File: config.mk
export PLATFORM = sky130hd
export DESIGN_NAME = dsidt_decoder
export DESIGN_NICKNAME = d
export VERILOG_FILES = /design/src/logic/dsidt_pkg.sv /design/src/logic/dsidt_prefetch_dec.sv /design/src/logic/dsidt_dsp_dec.sv /design/src/logic/dsidt_decoder.sv
export SDC_FILE = /design/constraint.sdc
export NUM_CORES = 1
export LEC_CHECK = 0
export BUFFER_PORTS_ARGS = -buffer_cell sky130_fd_sc_hd__buf_2
export CORE_ASPECT_RATIO = 0.7
export CORE_MARGIN = 2
export CORE_UTILIZATION = 34
export CTS_CLUSTER_SIZE = 28
export DETAILED_ROUTE_END_ITERATION = 7
export PLACE_DENSITY = 0.64
export SYNTH_ARGS = -nofsm -noshare
export SYNTH_HDL_FRONTEND = slang
export SYNTH_HIERARCHICAL = 1
export SYNTH_SLANG_ARGS = --single-unit
export TNS_END_PERCENT = 5
File: constraint.sdc
create_clock -name ref_clk -period 2.22 [get_ports ref_clk]
set_input_delay 0.222 -clock ref_clk [delete_from_list [all_inputs] [get_ports ref_clk]]
set_output_delay 0.222 -clock ref_clk [all_outputs]
set_load 0.01 [all_outputs]
File: src/logic/dsidt_pkg.sv
package dsidt_pkg;

   // ----------------------------------------------------------------
   // Instruction word layout
   // ----------------------------------------------------------------
   localparam int          WORD_W     = 24;
   localparam int          OPC_W      = 8;
   localparam int          OPC_LSB    = 16;
   localparam int          FDST_BIT   = 15;
   localparam int          BYTE_BIT   = 14;
   localparam int          FADR_W     = 13;
   localparam logic [12:0] FADR_MAX   = 13'h1fff;
   localparam int          BPOS_LSB   = 12;
   localparam int          BPOS_W     = 4;
   localparam int          BFADR_W    = 12;
   localparam int          LIT_LSB    = 4;
   localparam int          LIT_W      = 10;
   localparam logic [9:0]  LIT_BYTE_MAX = 10'h0ff;
   localparam int          WN_W       = 4;
   localparam int          LLO_W      = 16;
   localparam int          LHI_W      = 7;
   localparam int          LONG_W     = 23;

   // ----------------------------------------------------------------
   // DSP operand fields
   // ----------------------------------------------------------------
   localparam int          ACC_BIT    = 15;
   localparam int          MUL_LSB    = 12;
   localparam int          AWB_LSB    = 13;
   localparam int          XPF_LSB    = 8;
   localparam int          XD_LSB     = 6;
   localparam int          YPF_LSB    = 2;
   localparam int          YD_LSB     = 0;
   localparam logic [2:0]  MUL_PAIRS  = 3'h6;
   localparam logic [3:0]  PF_HALF    = 4'h7;
   localparam logic [3:0]  PF_W12     = 4'he;
   localparam logic [3:0]  PF_NONE    = 4'hf;
   localparam logic [1:0]  AWB_NONE   = 2'h0;
   localparam logic [1:0]  AWB_REG    = 2'h1;
   localparam logic [1:0]  AWB_IND    = 2'h2;
   localparam logic [3:0]  REG_W0     = 4'h0;
   localparam logic [3:0]  REG_W4     = 4'h4;
   localparam logic [3:0]  REG_W5     = 4'h5;
   localparam logic [3:0]  REG_W6     = 4'h6;
   localparam logic [3:0]  REG_W7     = 4'h7;
   localparam logic [3:0]  REG_W8     = 4'h8;
   localparam logic [3:0]  REG_W9     = 4'h9;
   localparam logic [3:0]  REG_W10    = 4'ha;
   localparam logic [3:0]  REG_W11    = 4'hb;
   localparam logic [3:0]  REG_W12    = 4'hc;

   // ----------------------------------------------------------------
   // Opcodes
   // ----------------------------------------------------------------
   localparam logic [7:0] OP_NOP     = 8'h00;
   localparam logic [7:0] OP_BRA_W   = 8'h01;
   localparam logic [7:0] OP_CALL_W  = 8'h02;
   localparam logic [7:0] OP_GOTO_W  = 8'h03;
   localparam logic [7:0] OP_GOTO    = 8'h04;
   localparam logic [7:0] OP_CALL    = 8'h05;
   localparam logic [7:0] OP_RETURN  = 8'h06;
   localparam logic [7:0] OP_RETINT  = 8'h07;
   localparam logic [7:0] OP_DO      = 8'h08;
   localparam logic [7:0] OP_BRA_C   = 8'h31;
   localparam logic [7:0] OP_BRA     = 8'h37;
   localparam logic [7:0] OP_BIT_W   = 8'ha0;
   localparam logic [7:0] OP_SKIP_W  = 8'ha7;
   localparam logic [7:0] OP_BIT_F   = 8'ha8;
   localparam logic [7:0] OP_SKIP_F  = 8'haf;
   localparam logic [7:0] OP_TEN_BIT_LITERAL   = 8'hb0;
   localparam logic [7:0] OP_FREG    = 8'hb4;
   localparam logic [7:0] OP_TBL     = 8'hba;
   localparam logic [7:0] OP_MOVD    = 8'hbe;
   localparam logic [7:0] OP_DSP     = 8'hc0;
   localparam logic [7:0] OP_DSP_WB  = 8'hc7;
   localparam logic [7:0] OP_CPSKIP  = 8'he6;
   localparam logic [7:0] OP_DSP_SQ  = 8'hf0;

   // ----------------------------------------------------------------
   // Added no-operation cycles
   // ----------------------------------------------------------------
   localparam logic [1:0] EXTRA_JMP  = 2'h1;
   localparam logic [1:0] EXTRA_RET  = 2'h2;
   localparam logic [1:0] EXTRA_MOVD = 2'h1;
   localparam logic [1:0] EXTRA_BRC  = 2'h1;

   typedef enum logic [3:0] {
      CL_NOP, CL_GEN, CL_FREG, CL_LIT, CL_BIT, CL_SKIP, CL_BRC, CL_JMP,
      CL_RET, CL_MOVD, CL_LONG, CL_DSP, CL_SQR, CL_WB
   } dsidt_class_t;

   typedef enum logic [1:0] {
      ST_ISSUE = 2'b00,
      ST_WORD2 = 2'b01,
      ST_STALL = 2'b11
   } dsidt_state_t;

   typedef struct packed {
      logic              en;
      logic [3:0]        base;
      logic signed [3:0] adj;
      logic              w12_off;
   } dsidt_pref_t;

   typedef struct packed {
      logic        acc_b;
      logic [3:0]  mul_a;
      logic [3:0]  mul_b;
      logic        ok;
      dsidt_pref_t xpf;
      dsidt_pref_t ypf;
      logic [3:0]  xd;
      logic [3:0]  yd;
      logic [1:0]  sum_writeback_dest;
   } dsidt_dsp_t;

   typedef struct packed {
      dsidt_class_t cls;
      logic [7:0]   opcode;
      logic         to_file;
      logic         byte_mode;
      logic [12:0]  file_addr;
      logic [3:0]   bit_pos;
      logic [9:0]   ten_bit_literal;
      logic [3:0]   wn;
      logic [22:0]  target;
      dsidt_dsp_t   dsp;
   } dsidt_dec_t;

endpackage

File: src/logic/dsidt_prefetch_dec.sv
`timescale 1ns/1ps
module dsidt_prefetch_dec #(
   parameter logic [3:0] BASE_LO = 4'h8,
   parameter logic [3:0] BASE_HI = 4'h9
) (
   input  wire logic [3:0]     code,
   output dsidt_pkg::dsidt_pref_t pref
);

   logic [3:0] idx;

   // Sixteen codes: two bases times seven steps, base plus W12, none
   always_comb begin
      pref         = '0;
      idx          = (code < dsidt_pkg::PF_HALF) ? code : code - dsidt_pkg::PF_HALF;
      pref.en      = (code != dsidt_pkg::PF_NONE);
      pref.w12_off = (code == dsidt_pkg::PF_W12);
      pref.base    = ((code < dsidt_pkg::PF_HALF) && !pref.w12_off) ? BASE_LO : BASE_HI;
      case (idx)
         4'h0:    pref.adj = 4'sh6;
         4'h1:    pref.adj = 4'sh4;
         4'h2:    pref.adj = 4'sh2;
         4'h4:    pref.adj = -4'sh6;
         4'h5:    pref.adj = -4'sh4;
         4'h6:    pref.adj = -4'sh2;
         default: pref.adj = 4'sh0;
      endcase
      if (pref.w12_off || !pref.en) begin
         pref.adj = 4'sh0;
      end
   end

endmodule

File: src/logic/dsidt_dsp_dec.sv
`timescale 1ns/1ps
module dsidt_dsp_dec (
   input  wire logic [15:0]        ops,
   input  wire logic               square,
   input  wire logic               wb_form,
   input  dsidt_pkg::dsidt_pref_t  xpf,
   input  dsidt_pkg::dsidt_pref_t  ypf,
   output dsidt_pkg::dsidt_dsp_t   dsp
);

   logic [2:0] mul;
   logic [1:0] sum_writeback_dest;

   // Multiplier pair, prefetch targets and write-back choice
   always_comb begin
      dsp     = '0;
      mul     = ops[dsidt_pkg::MUL_LSB +: 3];
      sum_writeback_dest     = ops[dsidt_pkg::AWB_LSB +: 2];
      dsp.acc_b = ops[dsidt_pkg::ACC_BIT];
      dsp.xpf = xpf;
      dsp.ypf = ypf;
      dsp.xd  = dsidt_pkg::REG_W4 + {2'h0, ops[dsidt_pkg::XD_LSB +: 2]};
      dsp.yd  = dsidt_pkg::REG_W4 + {2'h0, ops[dsidt_pkg::YD_LSB +: 2]};
      dsp.ok  = 1'b1;
      if (wb_form) begin
         dsp.sum_writeback_dest = sum_writeback_dest;
         dsp.ok  = (sum_writeback_dest != 2'h3);
      end else if (square) begin
         dsp.mul_a = dsidt_pkg::REG_W4 + {2'h0, mul[1:0]};
         dsp.mul_b = dsp.mul_a;
      end else begin
         dsp.ok = (mul < dsidt_pkg::MUL_PAIRS);
         case (mul)
            3'h0:    begin dsp.mul_a = dsidt_pkg::REG_W4; dsp.mul_b = dsidt_pkg::REG_W5; end
            3'h1:    begin dsp.mul_a = dsidt_pkg::REG_W4; dsp.mul_b = dsidt_pkg::REG_W6; end
            3'h2:    begin dsp.mul_a = dsidt_pkg::REG_W4; dsp.mul_b = dsidt_pkg::REG_W7; end
            3'h3:    begin dsp.mul_a = dsidt_pkg::REG_W5; dsp.mul_b = dsidt_pkg::REG_W6; end
            3'h4:    begin dsp.mul_a = dsidt_pkg::REG_W5; dsp.mul_b = dsidt_pkg::REG_W7; end
            3'h5:    begin dsp.mul_a = dsidt_pkg::REG_W6; dsp.mul_b = dsidt_pkg::REG_W7; end
            default: begin dsp.mul_a = dsidt_pkg::REG_W4; dsp.mul_b = dsidt_pkg::REG_W5; end
         endcase
      end
   end

endmodule

File: src/logic/dsidt_decoder.sv
`timescale 1ns/1ps
module dsidt_decoder (
   input  wire logic               ref_clk,
   input  wire logic               rst_n,
   input  wire logic [23:0]        instr_word,
   input  wire logic               instr_valid,
   input  wire logic               cond_true,
   output logic                    fetch_ready,
   output logic                    pc_reload,
   output logic                    exec_write_en,
   output logic                    illegal_op,
   output dsidt_pkg::dsidt_dec_t   decoded
);

   // ----------------------------------------------------------------
   // Field decode of the word at the fetch port
   // ----------------------------------------------------------------
   dsidt_pkg::dsidt_class_t cls_now;
   dsidt_pkg::dsidt_dec_t   dec_now;
   dsidt_pkg::dsidt_pref_t  xpf_now;
   dsidt_pkg::dsidt_pref_t  ypf_now;
   dsidt_pkg::dsidt_dsp_t   dsp_now;
   logic [7:0]              opc;
   logic [15:0]             ops;
   logic                    bad_now;

   assign opc = instr_word[dsidt_pkg::OPC_LSB +: dsidt_pkg::OPC_W];
   assign ops = instr_word[dsidt_pkg::LLO_W-1:0];

   dsidt_prefetch_dec #(
      .BASE_LO (dsidt_pkg::REG_W8),
      .BASE_HI (dsidt_pkg::REG_W9)
   ) u_xpf (
      .code (ops[dsidt_pkg::XPF_LSB +: 4]),
      .pref (xpf_now)
   );

   dsidt_prefetch_dec #(
      .BASE_LO (dsidt_pkg::REG_W10),
      .BASE_HI (dsidt_pkg::REG_W11)
   ) u_ypf (
      .code (ops[dsidt_pkg::YPF_LSB +: 4]),
      .pref (ypf_now)
   );

   dsidt_dsp_dec u_dsp (
      .ops     (ops),
      .square  (cls_now == dsidt_pkg::CL_SQR),
      .wb_form (cls_now == dsidt_pkg::CL_WB),
      .xpf     (xpf_now),
      .ypf     (ypf_now),
      .dsp     (dsp_now)
   );

   always_comb begin
      case (opc)
         dsidt_pkg::OP_NOP:    cls_now = dsidt_pkg::CL_NOP;
         dsidt_pkg::OP_BRA_W,
         dsidt_pkg::OP_CALL_W,
         dsidt_pkg::OP_GOTO_W,
         dsidt_pkg::OP_BRA,
         dsidt_pkg::OP_TBL:    cls_now = dsidt_pkg::CL_JMP;
         dsidt_pkg::OP_RETURN,
         dsidt_pkg::OP_RETINT: cls_now = dsidt_pkg::CL_RET;
         dsidt_pkg::OP_GOTO,
         dsidt_pkg::OP_CALL,
         dsidt_pkg::OP_DO:     cls_now = dsidt_pkg::CL_LONG;
         dsidt_pkg::OP_BRA_C:  cls_now = dsidt_pkg::CL_BRC;
         dsidt_pkg::OP_SKIP_W,
         dsidt_pkg::OP_SKIP_F,
         dsidt_pkg::OP_CPSKIP: cls_now = dsidt_pkg::CL_SKIP;
         dsidt_pkg::OP_BIT_W,
         dsidt_pkg::OP_BIT_F:  cls_now = dsidt_pkg::CL_BIT;
         dsidt_pkg::OP_TEN_BIT_LITERAL:  cls_now = dsidt_pkg::CL_LIT;
         dsidt_pkg::OP_FREG:   cls_now = dsidt_pkg::CL_FREG;
         dsidt_pkg::OP_MOVD:   cls_now = dsidt_pkg::CL_MOVD;
         dsidt_pkg::OP_DSP:    cls_now = dsidt_pkg::CL_DSP;
         dsidt_pkg::OP_DSP_SQ: cls_now = dsidt_pkg::CL_SQR;
         dsidt_pkg::OP_DSP_WB: cls_now = dsidt_pkg::CL_WB;
         default:              cls_now = dsidt_pkg::CL_GEN;
      endcase
   end

   // Operand fields and their legal ranges
   always_comb begin
      dec_now        = '0;
      dec_now.cls    = cls_now;
      dec_now.opcode = opc;
      dec_now.wn     = ops[dsidt_pkg::WN_W-1:0];
      dec_now.dsp    = dsp_now;
      bad_now        = 1'b0;
      case (cls_now)
         // Result to f or to the default work register
         dsidt_pkg::CL_FREG: begin
            dec_now.to_file   = ops[dsidt_pkg::FDST_BIT];
            dec_now.byte_mode = ops[dsidt_pkg::BYTE_BIT];
            dec_now.file_addr = ops[dsidt_pkg::FADR_W-1:0] & dsidt_pkg::FADR_MAX;
            if (!dec_now.to_file) begin
               dec_now.wn = dsidt_pkg::REG_W0;
            end
         end
         dsidt_pkg::CL_BIT,
         dsidt_pkg::CL_SKIP: begin
            dec_now.bit_pos   = ops[dsidt_pkg::BPOS_LSB +: dsidt_pkg::BPOS_W];
            dec_now.to_file   = (opc == dsidt_pkg::OP_BIT_F) || (opc == dsidt_pkg::OP_SKIP_F);
            dec_now.file_addr = {ops[dsidt_pkg::BFADR_W-1:0], 1'b0};
         end
         dsidt_pkg::CL_LIT: begin
            dec_now.byte_mode = ops[dsidt_pkg::BYTE_BIT];
            dec_now.ten_bit_literal     = ops[dsidt_pkg::LIT_LSB +: dsidt_pkg::LIT_W];
            bad_now           = dec_now.byte_mode && (dec_now.ten_bit_literal > dsidt_pkg::LIT_BYTE_MAX);
         end
         // Accumulator choice rides in every DSP form
         dsidt_pkg::CL_DSP,
         dsidt_pkg::CL_SQR,
         dsidt_pkg::CL_WB:  bad_now = !dsp_now.ok;
         default:           bad_now = 1'b0;
      endcase
   end

   // ----------------------------------------------------------------
   // Issue sequencer
   // ----------------------------------------------------------------
   dsidt_pkg::dsidt_state_t state_reg, state_next;
   dsidt_pkg::dsidt_dec_t   dec_reg, dec_next;
   logic [1:0]              cnt_reg, cnt_next;
   logic                    skip_reg, skip_next;
   logic                    skip2_reg, skip2_next;
   logic [15:0]             first_reg, first_next;
   logic                    wr_reg, wr_next;
   logic                    reload_reg, reload_next;
   logic                    bad_reg, bad_next;

   // Sequencing, added cycles and write suppression
   always_comb begin
      state_next  = state_reg;
      dec_next    = dec_reg;
      cnt_next    = cnt_reg;
      skip_next   = skip_reg;
      skip2_next  = skip2_reg;
      first_next  = first_reg;
      wr_next     = 1'b0;
      reload_next = 1'b0;
      bad_next    = 1'b0;
      case (state_reg)
         dsidt_pkg::ST_ISSUE: begin
            if (instr_valid && skip_reg) begin
               // Skipped word runs as a no-op
               skip_next    = 1'b0;
               dec_next     = '0;
               if (cls_now == dsidt_pkg::CL_LONG) begin
                  state_next = dsidt_pkg::ST_WORD2;
                  skip2_next = 1'b1;
               end
            end else if (instr_valid) begin
               dec_next = dec_now;
               bad_next = bad_now;
               // Zero top byte alone does nothing
               wr_next  = (cls_now != dsidt_pkg::CL_NOP);
               case (cls_now)
                  dsidt_pkg::CL_LONG: begin
                     // First word held until its partner
                     wr_next    = 1'b0;
                     first_next = ops;
                     state_next = dsidt_pkg::ST_WORD2;
                  end
                  // Jump and table forms take two cycles
                  dsidt_pkg::CL_JMP: begin
                     reload_next = (opc != dsidt_pkg::OP_TBL);
                     cnt_next    = dsidt_pkg::EXTRA_JMP;
                     state_next  = dsidt_pkg::ST_STALL;
                  end
                  dsidt_pkg::CL_RET: begin
                     reload_next = 1'b1;
                     cnt_next    = dsidt_pkg::EXTRA_RET;
                     state_next  = dsidt_pkg::ST_STALL;
                  end
                  dsidt_pkg::CL_MOVD: begin
                     cnt_next   = dsidt_pkg::EXTRA_MOVD;
                     state_next = dsidt_pkg::ST_STALL;
                  end
                  dsidt_pkg::CL_BRC: begin
                     if (cond_true) begin
                        reload_next = 1'b1;
                        cnt_next    = dsidt_pkg::EXTRA_BRC;
                        state_next  = dsidt_pkg::ST_STALL;
                     end
                  end
                  dsidt_pkg::CL_SKIP: skip_next = cond_true;
                  default:            skip_next = 1'b0;
               endcase
            end
         end
         dsidt_pkg::ST_WORD2: begin
            if (instr_valid) begin
               state_next = dsidt_pkg::ST_ISSUE;
               skip2_next = 1'b0;
               if (!skip2_reg) begin
                  wr_next     = 1'b1;
                  reload_next = (dec_reg.opcode != dsidt_pkg::OP_DO);
                  dec_next.target = {instr_word[dsidt_pkg::LHI_W-1:0],
                                     first_reg[dsidt_pkg::LLO_W-1:1], 1'b0};
                  // Second word must have a zero top byte
                  bad_next = (opc != dsidt_pkg::OP_NOP) || first_reg[0];
               end
            end
         end
         dsidt_pkg::ST_STALL: begin
            cnt_next = cnt_reg - 2'h1;
            if (cnt_reg == 2'h1) begin
               state_next = dsidt_pkg::ST_ISSUE;
            end
         end
         default: state_next = dsidt_pkg::ST_ISSUE;
      endcase
   end

   // Sequencer registers
   always_ff @(posedge ref_clk or negedge rst_n) begin
      if (!rst_n) begin
         state_reg  <= dsidt_pkg::ST_ISSUE;
         dec_reg    <= '0;
         cnt_reg    <= 2'h0;
         skip_reg   <= 1'b0;
         skip2_reg  <= 1'b0;
         first_reg  <= 16'h0000;
         wr_reg     <= 1'b0;
         reload_reg <= 1'b0;
         bad_reg    <= 1'b0;
      end else begin
         state_reg  <= state_next;
         dec_reg    <= dec_next;
         cnt_reg    <= cnt_next;
         skip_reg   <= skip_next;
         skip2_reg  <= skip2_next;
         first_reg  <= first_next;
         wr_reg     <= wr_next;
         reload_reg <= reload_next;
         bad_reg    <= bad_next;
      end
   end

   assign fetch_ready   = (state_reg != dsidt_pkg::ST_STALL);
   assign pc_reload     = reload_reg;
   assign exec_write_en = wr_reg;
   assign illegal_op    = bad_reg;
   assign decoded       = dec_reg;

   // ----------------------------------------------------------------
   // Assertions
   // ----------------------------------------------------------------
   logic issue;
   assign issue = (state_reg == dsidt_pkg::ST_ISSUE) && instr_valid && !skip_reg;
endmodule

Word-level counts from Yosys, hierarchy flattened
Cells that the tools add are included.
{"block": "totals", "word_cells": 223, "register_bits": 133}
{"block": "op_classes", "bitwise": 1, "n_reduce_logical": 40, "muxes": 66, "order_cmp": 4, "eq_ne": 74, "n_addsub": 6}
{"op": "$mux 108", "count": 2}
{"op": "$eq 8x8->1 const B", "count": 12}
{"op": "$pmux 4 s13", "count": 1}
{"op": "$pmux 4 s6", "count": 2}
{"op": "$mux 23", "count": 2}
{"op": "$pmux 23 s2", "count": 1}
{"op": "$eq 4x3->1 const B", "count": 10}
{"op": "$eq 4x4->1 const B", "count": 8}
{"op": "$eq 8x3->1 const B", "count": 4}
{"op": "$pmux 6 s5", "count": 1}
{"op": "$mux 4", "count": 7}
{"op": "$pmux 13 s2", "count": 1}
{"op": "$mux 1", "count": 24}
{"op": "$mux 2", "count": 10}
{"op": "$ne 2x2->1 const B", "count": 9}
{"op": "$pmux 2 s3", "count": 3}
{"op": "$eq 4x2->1 const B", "count": 4}
{"op": "$eq 8x2->1 const B", "count": 2}
{"op": "$eq 8x6->1 const B", "count": 2}
{"op": "$mux 8", "count": 2}
{"op": "$pmux 1 s2", "count": 7}
{"op": "$add 3x2->4 const A", "count": 3}
{"op": "$ne 4x4->1 const B", "count": 3}
{"op": "$reduce_and 4->1", "count": 3}
{"op": "39 further kinds", "count": 68}

Logic depth before layout (Yosys ltp)
{"block": "depth", "word_depth": 11, "ltp_mapped": 10, "ltp_nobuf": 8}

By module
Netlist, hierarchy kept.
{"mod": "dsidt_decoder", "seq_area_each_um2": 3303.2, "n_inst": 1, "area_each_um2": 5984.5, "cells_each": 597}
{"mod": "dsidt_prefetch_dec", "seq_area_each_um2": 0.0, "n_inst": 2, "area_each_um2": 242.7, "cells_each": 36}
{"mod": "dsidt_dsp_dec", "seq_area_each_um2": 0.0, "n_inst": 1, "area_each_um2": 351.6, "cells_each": 54}

Worst setup path after synthesis
No wires, ideal clock.
{"block": "synth_timing", "path_kind": "reg2reg", "from": "reg state_reg[1]", "to": "reg first_reg[10]", "n_path_buf": 4, "required_time_ps": 2095, "setup_slack_ps": 184, "setup_time_ps": 125, "period_less_slack_ps": 2036, "arrival_time_ps": 1911, "path_stages_with_launch": 9, "path_cell_list": "dfrtp_1 -> buf_2 -> or3b_1 -> buf_2 -> nor2_2 -> and2_1 -> buf_6 -> buf_12 -> mux2_4"}
{"block": "synth_between", "elab_chain_len": 2}
{"element": "from (decl)", "line_no": "dsidt_decoder.sv:124", "text": "dsidt_pkg::dsidt_state_t state_reg, state_next;"}
{"element": "from (signal assigned)", "line_no": "dsidt_decoder.sv:221", "text": "state_reg <= dsidt_pkg::ST_ISSUE;"}
{"element": "from (signal assigned)", "line_no": "dsidt_decoder.sv:231", "text": "state_reg <= state_next;"}
{"element": "$logic_not 2->1", "line_no": "dsidt_decoder.sv:145", "text": "case (state_reg)"}
{"element": "$reduce_and 4->1 (no line)"}
{"element": "to (signal assigned)", "line_no": "dsidt_decoder.sv:236", "text": "first_reg <= first_next;"}
{"element": "to (decl)", "line_no": "dsidt_decoder.sv:129", "text": "logic [15:0] first_reg, first_next;"}
No other way between the ends.
A chain may end at the register's enable or synchronous reset.

Final worst setup path
{"block": "layout_timing", "from": "reg state_reg[0]", "to": "reg first_reg[4]"}
The elaborated chain is that of the path after synthesis.

==> summary.md <==
| Metric | Value |
|---|---|
| DP HPWL | 13,200 um |
| Resize count post-CTS | 0 |
| Syn Area/Cell | 9.44 um^2 |
| Ratio of cells with drive above 1 in the final layout | 28.1% |
| Final Hold Fails | 0 |
| Final Instance Area | 8180 um^2 |
| DIE HEIGHT | 123 um |
| First-pass GRT wire length | 30,500 um |
| Fin Clk Skew | 0.00508 ns |
| Worst path arrival time | 2.11 ns |
| Worst min-delay path class | in -> reg |
| RSZ-0062 raised after global routing | no |
| Top-area cell type share of the netlist area | 48.4% |
| Req. time, crit path | 2.52 ns |
| FMAX | 0.552 GHz |
| Initial antenna violation count | 0 |
| Syn Inst Count | 723 |
| Largest net degree at the start of global routing | 58 |
| Ys flop type | dfrtp_1 |
| Worst Tran Pin Value | 0.598 ns |
| 1st-iter DRT viols | 453 |
| Die Wd | 173 um |
| Post-synth top cells | nand2_1, dfrtp_1, nand3b_1 |
| Rows | 43 |
| Number of flip-flops in the largest register | 107 |
| Synth area leaders | dfrtp_1, nand2_1, nand3b_1 |
| Core Region | 19,700 um^2 |
| CP Class | reg -> reg |
| Post-synthesis to final-layout area growth | 20.0% |
| Seq/Total Area, Yosys | 48.4% |
| DP Area | 7620 um^2 |
| Synth area leader | dfrtp_1 |
| Slew Viols, Final | 0 |
| Routability cong. | 0.831 |
| Final period util | 81.5% |
| Synth Register Bits | 132 |
| Antenna diodes | 0 |
| Vias in the first global route | 5,342 |
| Leak | 4.06 nW |
| Max cap viols | 0 |
| Most frequent cell after synthesis | nand2_1 |
| Fill cells | 1,985 |
| Setup violations, final | 0 |
| Worst VDD drop | 0.000366 V |
| Crit path largest cell delay | 0.48 ns |
| Clk sinks | 132 |
| Grt ovf | 0 |
| Buf+Inv Stages, Crit Path | 1 |
| Outcome | finished clean |
| Synth warn | 6 |
| Crit path max-delay cell type | or3b_4 |
| Avg WL per Cell | 17.1 um |
| Top delay family on crit path | simple AND/OR/NAND/NOR gates |
| CTS buffer count | 17 |
| Initial core utilization | 34.5% |
| Hold-fix buffers, CTS | 1 |
| Crit. End Element | register |
| H-tree levels | 4 |
| Fin crit period | 1.81 ns |
| Power, Total | 0.00635 W |
| Relative max-transition margin | 59.6% |
| Worst path cell trace | or3b_4 > nor2_2 > and2_1 > buf_12 > mux2_2 |
| Vias per inst | 4.99 |
| Clk slew on worst S/H paths | 0.06 ns |
| Post-route setup TNS | 0 ns |
| Post-CTS setup buffers | 0 |
| Final Core Density | 41.4% |
| Drt pass-1 iters | 5 |
| Worst-skew pair later-pin latency | 0.42 ns |
| Tot GR Track Use | 18.5% |
| Post-synth cell types | 69 |
| Worst-path fanout max | 16 |
| Die Area | 21,200 um^2 |
| Fin nets | 866 |
| Root Driver | clkbuf_16 |
| Residual DRC | 0 |
| IO Port Bufs | 138 |
| Via count | 5,562 |
| Post-DRT Antenna Nets | 0 |
| Startpoint Class | register |
| Pwr Density | 776 nW/um^2 |
| Final WL | 19,100 um |
| CTS tree | yes |
| Number of flops mapped to enable cells by yosys | 0 |
| Clk buf depth | 2 |
| Mapped Area | 6820 um^2 |
| Io pins | 140 |
| Ys async rst share | 100% |
-- per-stage QoR --
stage | hold WS (ns) | cells | worst slack (ns)
after floorplan | -0.0736 | 731 | 0.184
after global placement | 0.0719 | 1083 | 0.138
after detailed placement | 0.0704 | 1083 | 0.129
after CTS | 0.0673 | 1114 | 0.410
after global routing | 0.109 | 1114 | 0.280
final | 0.0875 | 1114 | 0.410
-- final timing paths --
| path | from | endpoint | slack, ns | cells past startpoint |
|---|---|---|---|---|
| worst min-delay path | cond_true | skip_reg | 0.09 | 3 |
| worst max register to register | state_reg[0] | first_reg[4] | 0.41 | 5 |
| max in group asynchronous | rst_n | decoded[29] | 1.38 | 3 |
| worst min register to register | decoded[5] | decoded[5] | 0.46 | 2 |
| min in group asynchronous | rst_n | decoded[4] | 0.20 | 2 |
| worst max-delay path | state_reg[0] | first_reg[4] | 0.41 | 5 |
-- cell families after synthesis --
| family | after synthesis | share of synthesized area (%) |
|---|---|---|
| AO/OA/AOI/OAI | 136 | 13.5 |
| XOR/XNOR | 2 | 0.257 |
| adder cells (fa/ha/maj) | 5 | 0.917 |
| buffers and inverters | 105 | 9.17 |
| flip-flops | 132 | 48.4 |
| multiplexers | 18 | 3.48 |
| other | 7 | 0.385 |
| AND/OR/NAND/NOR | 318 | 23.8 |
-- cell type report --
type                       instances  area (um^2)  area share [%]
clock buffer                      18          439            5.37
clock inverter                    12          110            1.35
inverter                          14         52.6           0.642
multi-input combinational        494         2930            35.9
sequential                       132         3300            40.4
tap                              270          338            4.13
timing repair buffer             174         1010            12.3
-- cell usage in the layout, fill, tap and decap left out, drive strengths merged, types with 5 or more instances in the layout --
cell      n
nand2b    8
nand3    11
a22o     16
conb     15
a21oi    18
mux2     16
and2      6
and3      5
o21ai    47
buf     173
nand3b   50
or3b      5
o31ai     7
clkinv    6
a31oi     7
dfrtp   132
a22oi    14
nand2   176
nor4b     5
inv      15
clkbuf   18
nor2     21
ha        5
-- tightest hold or removal path: cells and delay by family --
kind	cells	cell delay [ns]
buf+inv	1	0.12
simple gates	1	0.06
compound gates	1	0.06
-- metal layers --
layer | routed length (um) | vias up | part of all wire, % | track usage, %
li1 | - | 2657 | - | -
met1 | 9580 | 2705 | 50 | 27.1
met2 | 7780 | 183 | 41 | 26.2
met3 | 1480 | 17 | 7.8 | 5.67
met4 | 210 | 0 | 1.1 | 5.14
met5 | 0 | - | 0 | 0
-- power breakdown --
part	switching [W]	total (W)	internal (W)
sequential	0.000114	0.00271	0.00260
combinational	0.000594	0.000970	0.000376
clock	0.00111	0.00267	0.00156
Power figures use the tool's default switching activity.
